<file path="config.mk">
export PLATFORM = sky130hd
export DESIGN_NAME = tcb_core
export DESIGN_NICKNAME = d
export VERILOG_FILES = /design/src/hdl/tcb_pkg.sv /design/src/hdl/tcb_core.sv
export SDC_FILE = /design/constraint.sdc
export NUM_CORES = 2
export LEC_CHECK = 0
export BUFFER_PORTS_ARGS = -buffer_cell sky130_fd_sc_hd__buf_4
export CAP_MARGIN = 0
export CORE_MARGIN = 5
export CORE_UTILIZATION = 67
export CTS_CLUSTER_SIZE = 28
export DETAILED_ROUTE_END_ITERATION = 10
export HOLD_SLACK_MARGIN = 0.03
export PLACE_DENSITY_LB_ADDON = 0.05
export SYNTH_ARGS = -nofsm -noshare
export SYNTH_HDL_FRONTEND = slang
export SYNTH_SLANG_ARGS = --single-unit
</file>
<file path="constraint.sdc">
create_clock -name clk_i -period 7.19 [get_ports clk_i]
set_clock_uncertainty 0.15 [all_clocks]
set_input_delay 0.3595 -clock clk_i [delete_from_list [all_inputs] [get_ports clk_i]]
set_output_delay 0.3595 -clock clk_i [all_outputs]
set_load 0.02 [all_outputs]
</file>
<file path="src/hdl/tcb_pkg.sv">
// Constants, register map and carrier types of the trigger capture buffer.
// Assumes a 32-bit classic Wishbone register bus and one 100 MHz clock.
package tcb_pkg;

    localparam int unsigned ADR_W = 8;
    localparam int unsigned DAT_W = 32;

    localparam logic [7:0] ADR_CTRL      = 8'h00;
    localparam logic [7:0] ADR_STATUS    = 8'h04;
    localparam logic [7:0] ADR_IRQ_STAT  = 8'h08;
    localparam logic [7:0] ADR_IRQ_MASK  = 8'h0c;
    localparam logic [7:0] ADR_BATCH_ACK = 8'h10;
    localparam logic [7:0] ADR_CAPACITY  = 8'h14;
    localparam logic [7:0] ADR_REC_DATA  = 8'h18;
    localparam logic [7:0] ADR_POLL_DATA = 8'h1c;
    localparam logic [7:0] ADR_BATCH_MAX = 8'h20;

    localparam logic [1:0] MODE_POLL   = 2'h0;
    localparam logic [1:0] MODE_STREAM = 2'h1;
    localparam logic [1:0] MODE_REC    = 2'h2;

    localparam int unsigned CTRL_W         = 4;
    localparam int unsigned CTRL_START_BIT = 4;
    localparam int unsigned CTRL_SWTRG_BIT = 5;
    localparam int unsigned CTRL_POLL_BIT  = 6;

    localparam int unsigned ST_SFILL_LSB   = 0;
    localparam int unsigned ST_RFILL_LSB   = 8;
    localparam int unsigned ST_FULL_BIT    = 16;
    localparam int unsigned ST_RECACT_BIT  = 17;

    localparam int unsigned IRQ_W        = 3;
    localparam int unsigned IRQ_PKT_BIT  = 0;
    localparam int unsigned IRQ_FULL_BIT = 1;
    localparam int unsigned IRQ_OVF_BIT  = 2;

    localparam int unsigned SFIFO_AW    = 4;
    localparam int unsigned REC_AW      = 6;
    localparam int unsigned REC_DEPTH   = 64;
    localparam int unsigned EXT_TRIG_N  = 4;

    localparam logic [7:0] BATCH_MAX_RST = 8'h04;
    localparam logic [2:0] IRQ_MASK_RST  = 3'h0;

    typedef struct packed {
        logic       ring;
        logic       trig_en;
        logic [1:0] mode;
    } tcb_ctrl_s;

    localparam tcb_ctrl_s CTRL_RST = '{ring: 1'b0, trig_en: 1'b0, mode: MODE_POLL};

    typedef enum logic [2:0] {
        TX_IDLE = 3'b001,
        TX_SEND = 3'b010,
        TX_WAIT = 3'b100
    } tcb_tx_e;

endpackage : tcb_pkg

</file>
<file path="src/hdl/tcb_core.sv">
// Trigger capture buffer: streaming FIFO with batched, acknowledged transmit,
// recording memory with stop-when-full and ring submodes, and polling.
// Assumes a classic Wishbone master, a packet source on pos_data_i and a
// transmit sink that honours tx_ready_i.
// Behaviour
// - one packet per accepted trigger while streaming, unless the streaming FIFO is full
// - group buffered packets into one transmission
// - commands accepted while packets are sent
// - host confirms batch; then send pending data
// - host can read streaming buffer fill
// - external, internal and software triggers accepted
// - recording stores one packet per trigger
// - stop-when-full ends recording when memory full
// - ring submode overwrites oldest entry
// - ring readout returns newest entries oldest first
// - capacity derived from packet size, readable
// - status and error clearing during recording
// - polling mode builds packet on command
`timescale 1ns/1ps
`default_nettype none
module tcb_core (
    input  wire logic                        clk_i,
    input  wire logic                        rst_i,
    input  wire logic                        wb_cyc_i,
    input  wire logic                        wb_stb_i,
    input  wire logic                        wb_we_i,
    input  wire logic [tcb_pkg::ADR_W-1:0]   wb_adr_i,
    input  wire logic [3:0]                  wb_sel_i,
    input  wire logic [tcb_pkg::DAT_W-1:0]   wb_dat_i,
    output logic      [tcb_pkg::DAT_W-1:0]   wb_dat_o,
    output logic                             wb_ack_o,
    input  wire logic [tcb_pkg::EXT_TRIG_N-1:0] ext_trig_i,
    input  wire logic                        int_trig_i,
    input  wire logic [31:0]                 pos_data_i,
    input  wire logic [2:0]                  pkt_log2_i,
    output logic                             tx_valid_o,
    output logic      [31:0]                 tx_data_o,
    output logic                             tx_last_o,
    input  wire logic                        tx_ready_i,
    output logic                             irq_o
);

    tcb_pkg::tcb_ctrl_s ctrl_r;
    tcb_pkg::tcb_tx_e   tx_r;
    logic               ack_r;
    logic [31:0]        rdata_nxt;
    logic [7:0]         batch_max_r;
    logic [7:0]         batch_left_r;
    logic [2:0]         irq_stat_r;
    logic [2:0]         irq_mask_r;
    logic [2:0]         irq_ev;
    logic [31:0]        poll_data_r;
    logic [31:0]        sfifo_mem [16];
    logic [3:0]         swptr_r;
    logic [3:0]         srptr_r;
    logic [4:0]         scnt_r;
    logic [31:0]        rec_mem [tcb_pkg::REC_DEPTH];
    logic [5:0]         rwptr_r;
    logic [6:0]         rcnt_r;
    logic [6:0]         cap_r;
    logic [6:0]         cap_now;
    logic [5:0]         rmask;
    logic [5:0]         ridx;
    logic               rec_act_r;
    logic               full_r;

    logic wb_req, wr, rd, wr0;
    logic sw_trig, rec_start, poll_req, batch_ack;
    logic trig_any, accept, stream_push, rec_push, sfull, pop, rec_pop;
    logic [7:0] batch_eff;

    // Registered ack gives exactly one wait state and drops after one cycle.
    assign wb_req    = wb_cyc_i && wb_stb_i && !ack_r;
    assign wr        = wb_req && wb_we_i;
    assign rd        = wb_req && !wb_we_i;
    assign wr0       = wr && wb_sel_i[0];
    assign sw_trig   = wr0 && (wb_adr_i == tcb_pkg::ADR_CTRL) && wb_dat_i[tcb_pkg::CTRL_SWTRG_BIT];
    assign rec_start = wr0 && (wb_adr_i == tcb_pkg::ADR_CTRL)
                       && wb_dat_i[tcb_pkg::CTRL_START_BIT] && (wb_dat_i[1:0] == tcb_pkg::MODE_REC);
    assign poll_req  = wr0 && (wb_adr_i == tcb_pkg::ADR_CTRL) && wb_dat_i[tcb_pkg::CTRL_POLL_BIT];
    assign batch_ack = wr && (wb_adr_i == tcb_pkg::ADR_BATCH_ACK);

    assign trig_any    = (|ext_trig_i) || int_trig_i || sw_trig;
    assign accept      = trig_any && ctrl_r.trig_en;
    assign stream_push = accept && (ctrl_r.mode == tcb_pkg::MODE_STREAM);
    assign rec_push    = accept && (ctrl_r.mode == tcb_pkg::MODE_REC) && rec_act_r;
    assign sfull       = scnt_r[4];
    assign pop         = tx_valid_o && tx_ready_i;

    // Capacity is a power of two so the ring index wraps with a mask.
    assign cap_now = (pkt_log2_i > 3'h6) ? 7'h01 : 7'(tcb_pkg::REC_DEPTH >> pkt_log2_i);
    assign rmask   = 6'(cap_r - 7'h01);
    assign ridx    = 6'(rwptr_r - rcnt_r[5:0]) & rmask;
    assign rec_pop = rd && (wb_adr_i == tcb_pkg::ADR_REC_DATA) && !rec_act_r && (rcnt_r != 7'h00);

    always_ff @(posedge clk_i) begin
        if (rst_i) begin
            ctrl_r      <= tcb_pkg::CTRL_RST;
            batch_max_r <= tcb_pkg::BATCH_MAX_RST;
            irq_mask_r  <= tcb_pkg::IRQ_MASK_RST;
        end else if (wr0) begin
            case (wb_adr_i)
                tcb_pkg::ADR_CTRL:      ctrl_r      <= wb_dat_i[tcb_pkg::CTRL_W-1:0];
                tcb_pkg::ADR_BATCH_MAX: batch_max_r <= wb_dat_i[7:0];
                tcb_pkg::ADR_IRQ_MASK:  irq_mask_r  <= wb_dat_i[tcb_pkg::IRQ_W-1:0];
                default: ;
            endcase
        end
    end

    // Streaming FIFO; a trigger that finds it full is counted as overflow.
    always_ff @(posedge clk_i) begin
        if (rst_i) begin
            swptr_r <= 4'h0;
            srptr_r <= 4'h0;
            scnt_r  <= 5'h00;
        end else begin
            if (stream_push && !sfull) begin
                sfifo_mem[swptr_r] <= pos_data_i;
                swptr_r            <= swptr_r + 4'h1;
            end
            if (pop) begin
                srptr_r <= srptr_r + 4'h1;
            end
            scnt_r <= 5'(scnt_r + {4'h0, stream_push && !sfull} - {4'h0, pop});
        end
    end

    assign batch_eff = (batch_max_r == 8'h00) ? 8'h01 : batch_max_r;

    always_ff @(posedge clk_i) begin
        if (rst_i) begin
            tx_r         <= tcb_pkg::TX_IDLE;
            batch_left_r <= 8'h00;
        end else begin
            case (tx_r)
                tcb_pkg::TX_IDLE: begin
                    if (scnt_r != 5'h00) begin
                        tx_r         <= tcb_pkg::TX_SEND;
                        batch_left_r <= ({3'h0, scnt_r} < batch_eff) ? {3'h0, scnt_r} : batch_eff;
                    end
                end
                tcb_pkg::TX_SEND: begin
                    if (pop) begin
                        batch_left_r <= batch_left_r - 8'h01;
                        if (batch_left_r == 8'h01) begin
                            tx_r <= tcb_pkg::TX_WAIT;
                        end
                    end
                end
                tcb_pkg::TX_WAIT: begin
                    if (batch_ack) begin
                        tx_r <= tcb_pkg::TX_IDLE;
                    end
                end
                default: tx_r <= tcb_pkg::TX_IDLE;
            endcase
        end
    end

    assign tx_valid_o = (tx_r == tcb_pkg::TX_SEND);
    assign tx_last_o  = tx_valid_o && (batch_left_r == 8'h01);
    assign tx_data_o  = sfifo_mem[srptr_r];

    // Recording memory; the pointer wraps within the captured capacity.
    always_ff @(posedge clk_i) begin
        if (rst_i) begin
            rwptr_r   <= 6'h00;
            rcnt_r    <= 7'h00;
            cap_r     <= 7'h40;
            rec_act_r <= 1'b0;
            full_r    <= 1'b0;
        end else if (rec_start) begin
            rwptr_r   <= 6'h00;
            rcnt_r    <= 7'h00;
            cap_r     <= cap_now;
            rec_act_r <= 1'b1;
            full_r    <= 1'b0;
        end else if (rec_push) begin
            rec_mem[rwptr_r & rmask] <= pos_data_i;
            rwptr_r <= 6'(rwptr_r + 6'h01) & rmask;
            if (rcnt_r != cap_r) begin
                rcnt_r <= rcnt_r + 7'h01;
            end
            if (!ctrl_r.ring && (rcnt_r == 7'(cap_r - 7'h01))) begin
                rec_act_r <= 1'b0;
                full_r    <= 1'b1;
            end
        end else begin
            if (ctrl_r.mode != tcb_pkg::MODE_REC) begin
                rec_act_r <= 1'b0;
            end
            if (rec_pop) begin
                rcnt_r <= rcnt_r - 7'h01;
            end
        end
    end

    always_ff @(posedge clk_i) begin
        if (rst_i) begin
            poll_data_r <= 32'h00000000;
        end else if (poll_req && (ctrl_r.mode == tcb_pkg::MODE_POLL)) begin
            poll_data_r <= pos_data_i;
        end
    end

    // A new event in the cycle of a clearing read survives the clear.
    always_comb begin
        irq_ev                        = 3'h0;
        irq_ev[tcb_pkg::IRQ_PKT_BIT]  = stream_push && !sfull;
        irq_ev[tcb_pkg::IRQ_FULL_BIT] = rec_push && !ctrl_r.ring && (rcnt_r == 7'(cap_r - 7'h01));
        irq_ev[tcb_pkg::IRQ_OVF_BIT]  = stream_push && sfull;
    end

    always_ff @(posedge clk_i) begin
        if (rst_i) begin
            irq_stat_r <= 3'h0;
        end else if (rd && (wb_adr_i == tcb_pkg::ADR_IRQ_STAT)) begin
            irq_stat_r <= irq_ev;
        end else begin
            irq_stat_r <= irq_stat_r | irq_ev;
        end
    end

    assign irq_o = |(irq_stat_r & irq_mask_r);

    always_comb begin
        rdata_nxt = 32'h00000000;
        case (wb_adr_i)
            tcb_pkg::ADR_CTRL:      rdata_nxt[tcb_pkg::CTRL_W-1:0] = ctrl_r;
            tcb_pkg::ADR_STATUS: begin
                rdata_nxt[tcb_pkg::ST_SFILL_LSB +: 5] = scnt_r;
                rdata_nxt[tcb_pkg::ST_RFILL_LSB +: 7] = rcnt_r;
                rdata_nxt[tcb_pkg::ST_FULL_BIT]       = full_r;
                rdata_nxt[tcb_pkg::ST_RECACT_BIT]     = rec_act_r;
            end
            tcb_pkg::ADR_IRQ_STAT:  rdata_nxt[tcb_pkg::IRQ_W-1:0] = irq_stat_r;
            tcb_pkg::ADR_IRQ_MASK:  rdata_nxt[tcb_pkg::IRQ_W-1:0] = irq_mask_r;
            tcb_pkg::ADR_CAPACITY:  rdata_nxt[6:0] = cap_now;
            tcb_pkg::ADR_REC_DATA:  rdata_nxt = rec_pop ? rec_mem[ridx] : 32'h00000000;
            tcb_pkg::ADR_POLL_DATA: rdata_nxt = poll_data_r;
            tcb_pkg::ADR_BATCH_MAX: rdata_nxt[7:0] = batch_max_r;
            default:                rdata_nxt = 32'h00000000;
        endcase
    end

    always_ff @(posedge clk_i) begin
        if (rst_i) begin
            ack_r    <= 1'b0;
            wb_dat_o <= 32'h00000000;
        end else begin
            ack_r <= wb_req;
            if (rd) begin
                wb_dat_o <= rdata_nxt;
            end
        end
    end

    assign wb_ack_o = ack_r;
endmodule : tcb_core
`default_nettype wire

</file>
==> metrics <==
post-route insts no fill 7709; vias in the first global route 53511; first-pass GRT wire length 379000 um; WS Path Type primary input to register; post-layout min period 5.01 ns; Starting Density roughly two thirds; Worst Setup End Kind register; VDD IR max ~0.26 mV; Setup TNS 0 ns; Hold Slack 0.0396 ns; CTS tree yes; placed insts 7182; CTS resizes 0; share of cells above drive strength 1 24.8%; cell count after synthesis 5153; Via density 7.04; Detailed Routing Iterations Pass 1 7; Worst-path clk slew 0.06 ns; combinational share of power about 1.9%; status complete, no violations; grt total ovfl 0; Port Buffer Count 130; maximum clock path buffer count 4; largest net degree at the start of global routing ~100; synth unique cells 77; vias 54256; sw frac roughly 20%; Data arrival, critical path around 5.5 ns; commonest non-fill, non-tap cell in the layout edfxtp_1; asr flop ratio synth 0%; Layout Area Growth over Synthesis 12.5%; Die Y a little over 400 um; Sw Pwr 6.11 mW; post-synthesis sequential area ratio 76.3%; Worst R2R Start rcnt_r[2]; final instance area around 0.12 mm2; Fmax achieved 0.200 GHz; Worst Path Required 7.64 ns; RSZ-0062 raised after global routing no; CP delay by family, top simple AND/OR/NAND/NOR gates; Setup crit start kind primary input; EDFF count, synth 2560; worst-margin pin slew roughly 1.3 ns; CP max-delay cell nor2_4; row cnt 144; Initial DRC Count 8132; Yosys reg bits 2693; GRT Total Usage 32.7%; clock root buffer clkbuf_16; total chip power 31.1 mW; CTS H-tree lvls 5; Fin. Hold Viols 0; CP Cell Sequence dlygate4sd3_1 -> buf_4 -> nor2_1 -> dlygate4sd3_1 -> nand2_1 -> dlygate4sd3_1 -> a31oi_1 -> or3b_1 -> buf_4 -> nor3b_4 -> nand2_1 -> nor2_4 -> buf_4; Die ar. ~0.16 mm2; number of CTS-inserted buffers 281; Tcrit/Tclk final 69.6%; Synth Warn # 0; reg-to-reg endpoint wb_dat_o[5]; syn avg cell area 20.2 um2; Int Power around 25 mW; Final Routed Wirelength 264000 um; final setup vio count 0; CP bufs+invs 6; remaining routing DRC violations 0; Final Max Tran Viols 0; # hold bufs at CTS 64; ant diodes 0; initial antenna violation count 9; Post-DP HPWL 142000 um; Post-Synthesis Cell Area 0.104 mm2; Leakage 36.0 nW; Ports around 160; most frequent cells in the layout edfxtp_1, mux4_2, nand2_1; worst reg2reg path depth 11; clk sinks 2693; Skew-Pair Late Insertion Delay a little over 0.9 ns; Layout fillers 8223; Post-Place Worst Slack 2.14 ns; sequential share of power 55.2%; Post-DRT Antenna Nets 0; Rel. slew slack 14.5%; critical path's largest stage delay 1.09 ns; Worst Setup SP int_trig_i; post-place instance area 0.108 mm2; wire per inst about 34 um; Worst Setup Slack, final 2.18 ns; Die X 405 um; Core Region 0.154 mm2; Syn Nets 5275; Routability Congestion 0.902; Pwr Density 265 mW/mm2; crit path to rec_mem[48][8]; ys flop type edfxtp_1; Worst path depth 13; Layout Nets 5607; maximum fanout along the worst path 30; clock share of power 42.9%; max-cap violations 0; Final Util between 70% and 80%; R2R Setup Slk around 2.2 ns; Hold WC Path Type primary input to register; Hold Crit Start pos_data_i[20]; setup bufs post-CTS 0
==> how the worst min path moves through the flow <==
stage                  endpoint  slack, ns  depth (start not counted)
3_5_place_dp     poll_data_r[7]       0.30                          2
4_1_cts        sfifo_mem[0][20]       0.03                          1
3_3_place_gp    poll_data_r[13]       0.29                          2
2_1_floorplan            full_r       0.27                          2
5_1_grt        sfifo_mem[0][20]       0.04                          1
6_report        rec_mem[57][20]       0.04                          1
==> synth_stat cells, types with 12 or more instances <==
library cell | n | share of area [%]
xor2_1 | 12 | 0.10
mux2i_1 | 38 | 0.36
nor2_1 | 158 | 0.57
nand3_1 | 139 | 0.67
a211oi_1 | 59 | 0.42
and2_1 | 65 | 0.39
inv_1 | 30 | 0.11
buf_4 | 19 | 0.14
clkbuf_1 | 150 | 0.54
nor2b_1 | 12 | 0.072
xnor2_1 | 22 | 0.18
nand2_1 | 469 | 1.7
a222oi_1 | 13 | 0.12
a21oi_1 | 105 | 0.50
mux4_2 | 674 | 15
and3_1 | 12 | 0.072
dfxtp_1 | 133 | 2.6
ha_1 | 29 | 0.35
a31oi_1 | 67 | 0.40
a311oi_1 | 14 | 0.12
buf_1 | 17 | 0.061
nand4_1 | 57 | 0.34
edfxtp_1 | 2560 | 74
nor3_1 | 22 | 0.11
o21ai_0 | 35 | 0.17
buf_2 | 92 | 0.44
==> final cells by class <==
cell class              instances  area [um2]  share of cell area (%)
clock buffers                 359        7540                    6.43
multi-input cells            2150       24100                    20.5
clock inverters               104         722                   0.615
repair buffers                328        2800                    2.38
well taps                    2044        2560                    2.18
inverters                      31         116                  0.0992
flip-flops and latches       2693       79500                    67.8
==> registers in the layout, indices dropped and copies added, names as in the netlist, named ones only <==
register,cells
batch_left_r,8
batch_max_r,8
cap_r,7
ctrl_r,4
full_r,1
irq_mask_r,3
irq_stat_r,3
poll_data_r,32
rcnt_r,7
rec_act_r,1
rec_mem,2048
rwptr_r,6
scnt_r,5
sfifo_mem,512
srptr_r,4
swptr_r,4
tx_r,3
wb_ack_o,1
wb_dat_o,32
==> power groups by stage <==
stage          registers (mW)  logic, mW  clock network (mW)
6_report                 17.2      0.591                13.4
5_1_grt                  17.2      0.629                14.2
4_1_cts                  17.2      0.584                13.5
3_5_place_dp             17.5      0.558                   0
3_3_place_gp             17.5      0.534                   0
2_1_floorplan            17.5      0.185                   0
==> routing by layer <==
| layer | wire [um] | track usage, % | up-vias | share of wire (%) |
|---|---|---|---|---|
| met1 | 99100 | 48.2 | 28415 | 38 |
| met2 | 121000 | 48.4 | 3574 | 46 |
| met4 | 8680 | 10.2 | 6 | 3.3 |
| met3 | 34500 | 10.2 | 469 | 13 |
| met5 | 45 | 0 | - | 0.017 |
| li1 | - | - | 21792 | - |
==> cell families after synthesis <==
family | share of synthesized area (%)
DFF | 76.3
buffers and inverters | 1.30
AOI/OAI and AO/OA | 2.31
muxes | 15.0
xor gates and xnor gates | 0.317
and+or+nand+nor | 4.38
adders and majority gates | 0.406
(Power assumes the default switching activity.)
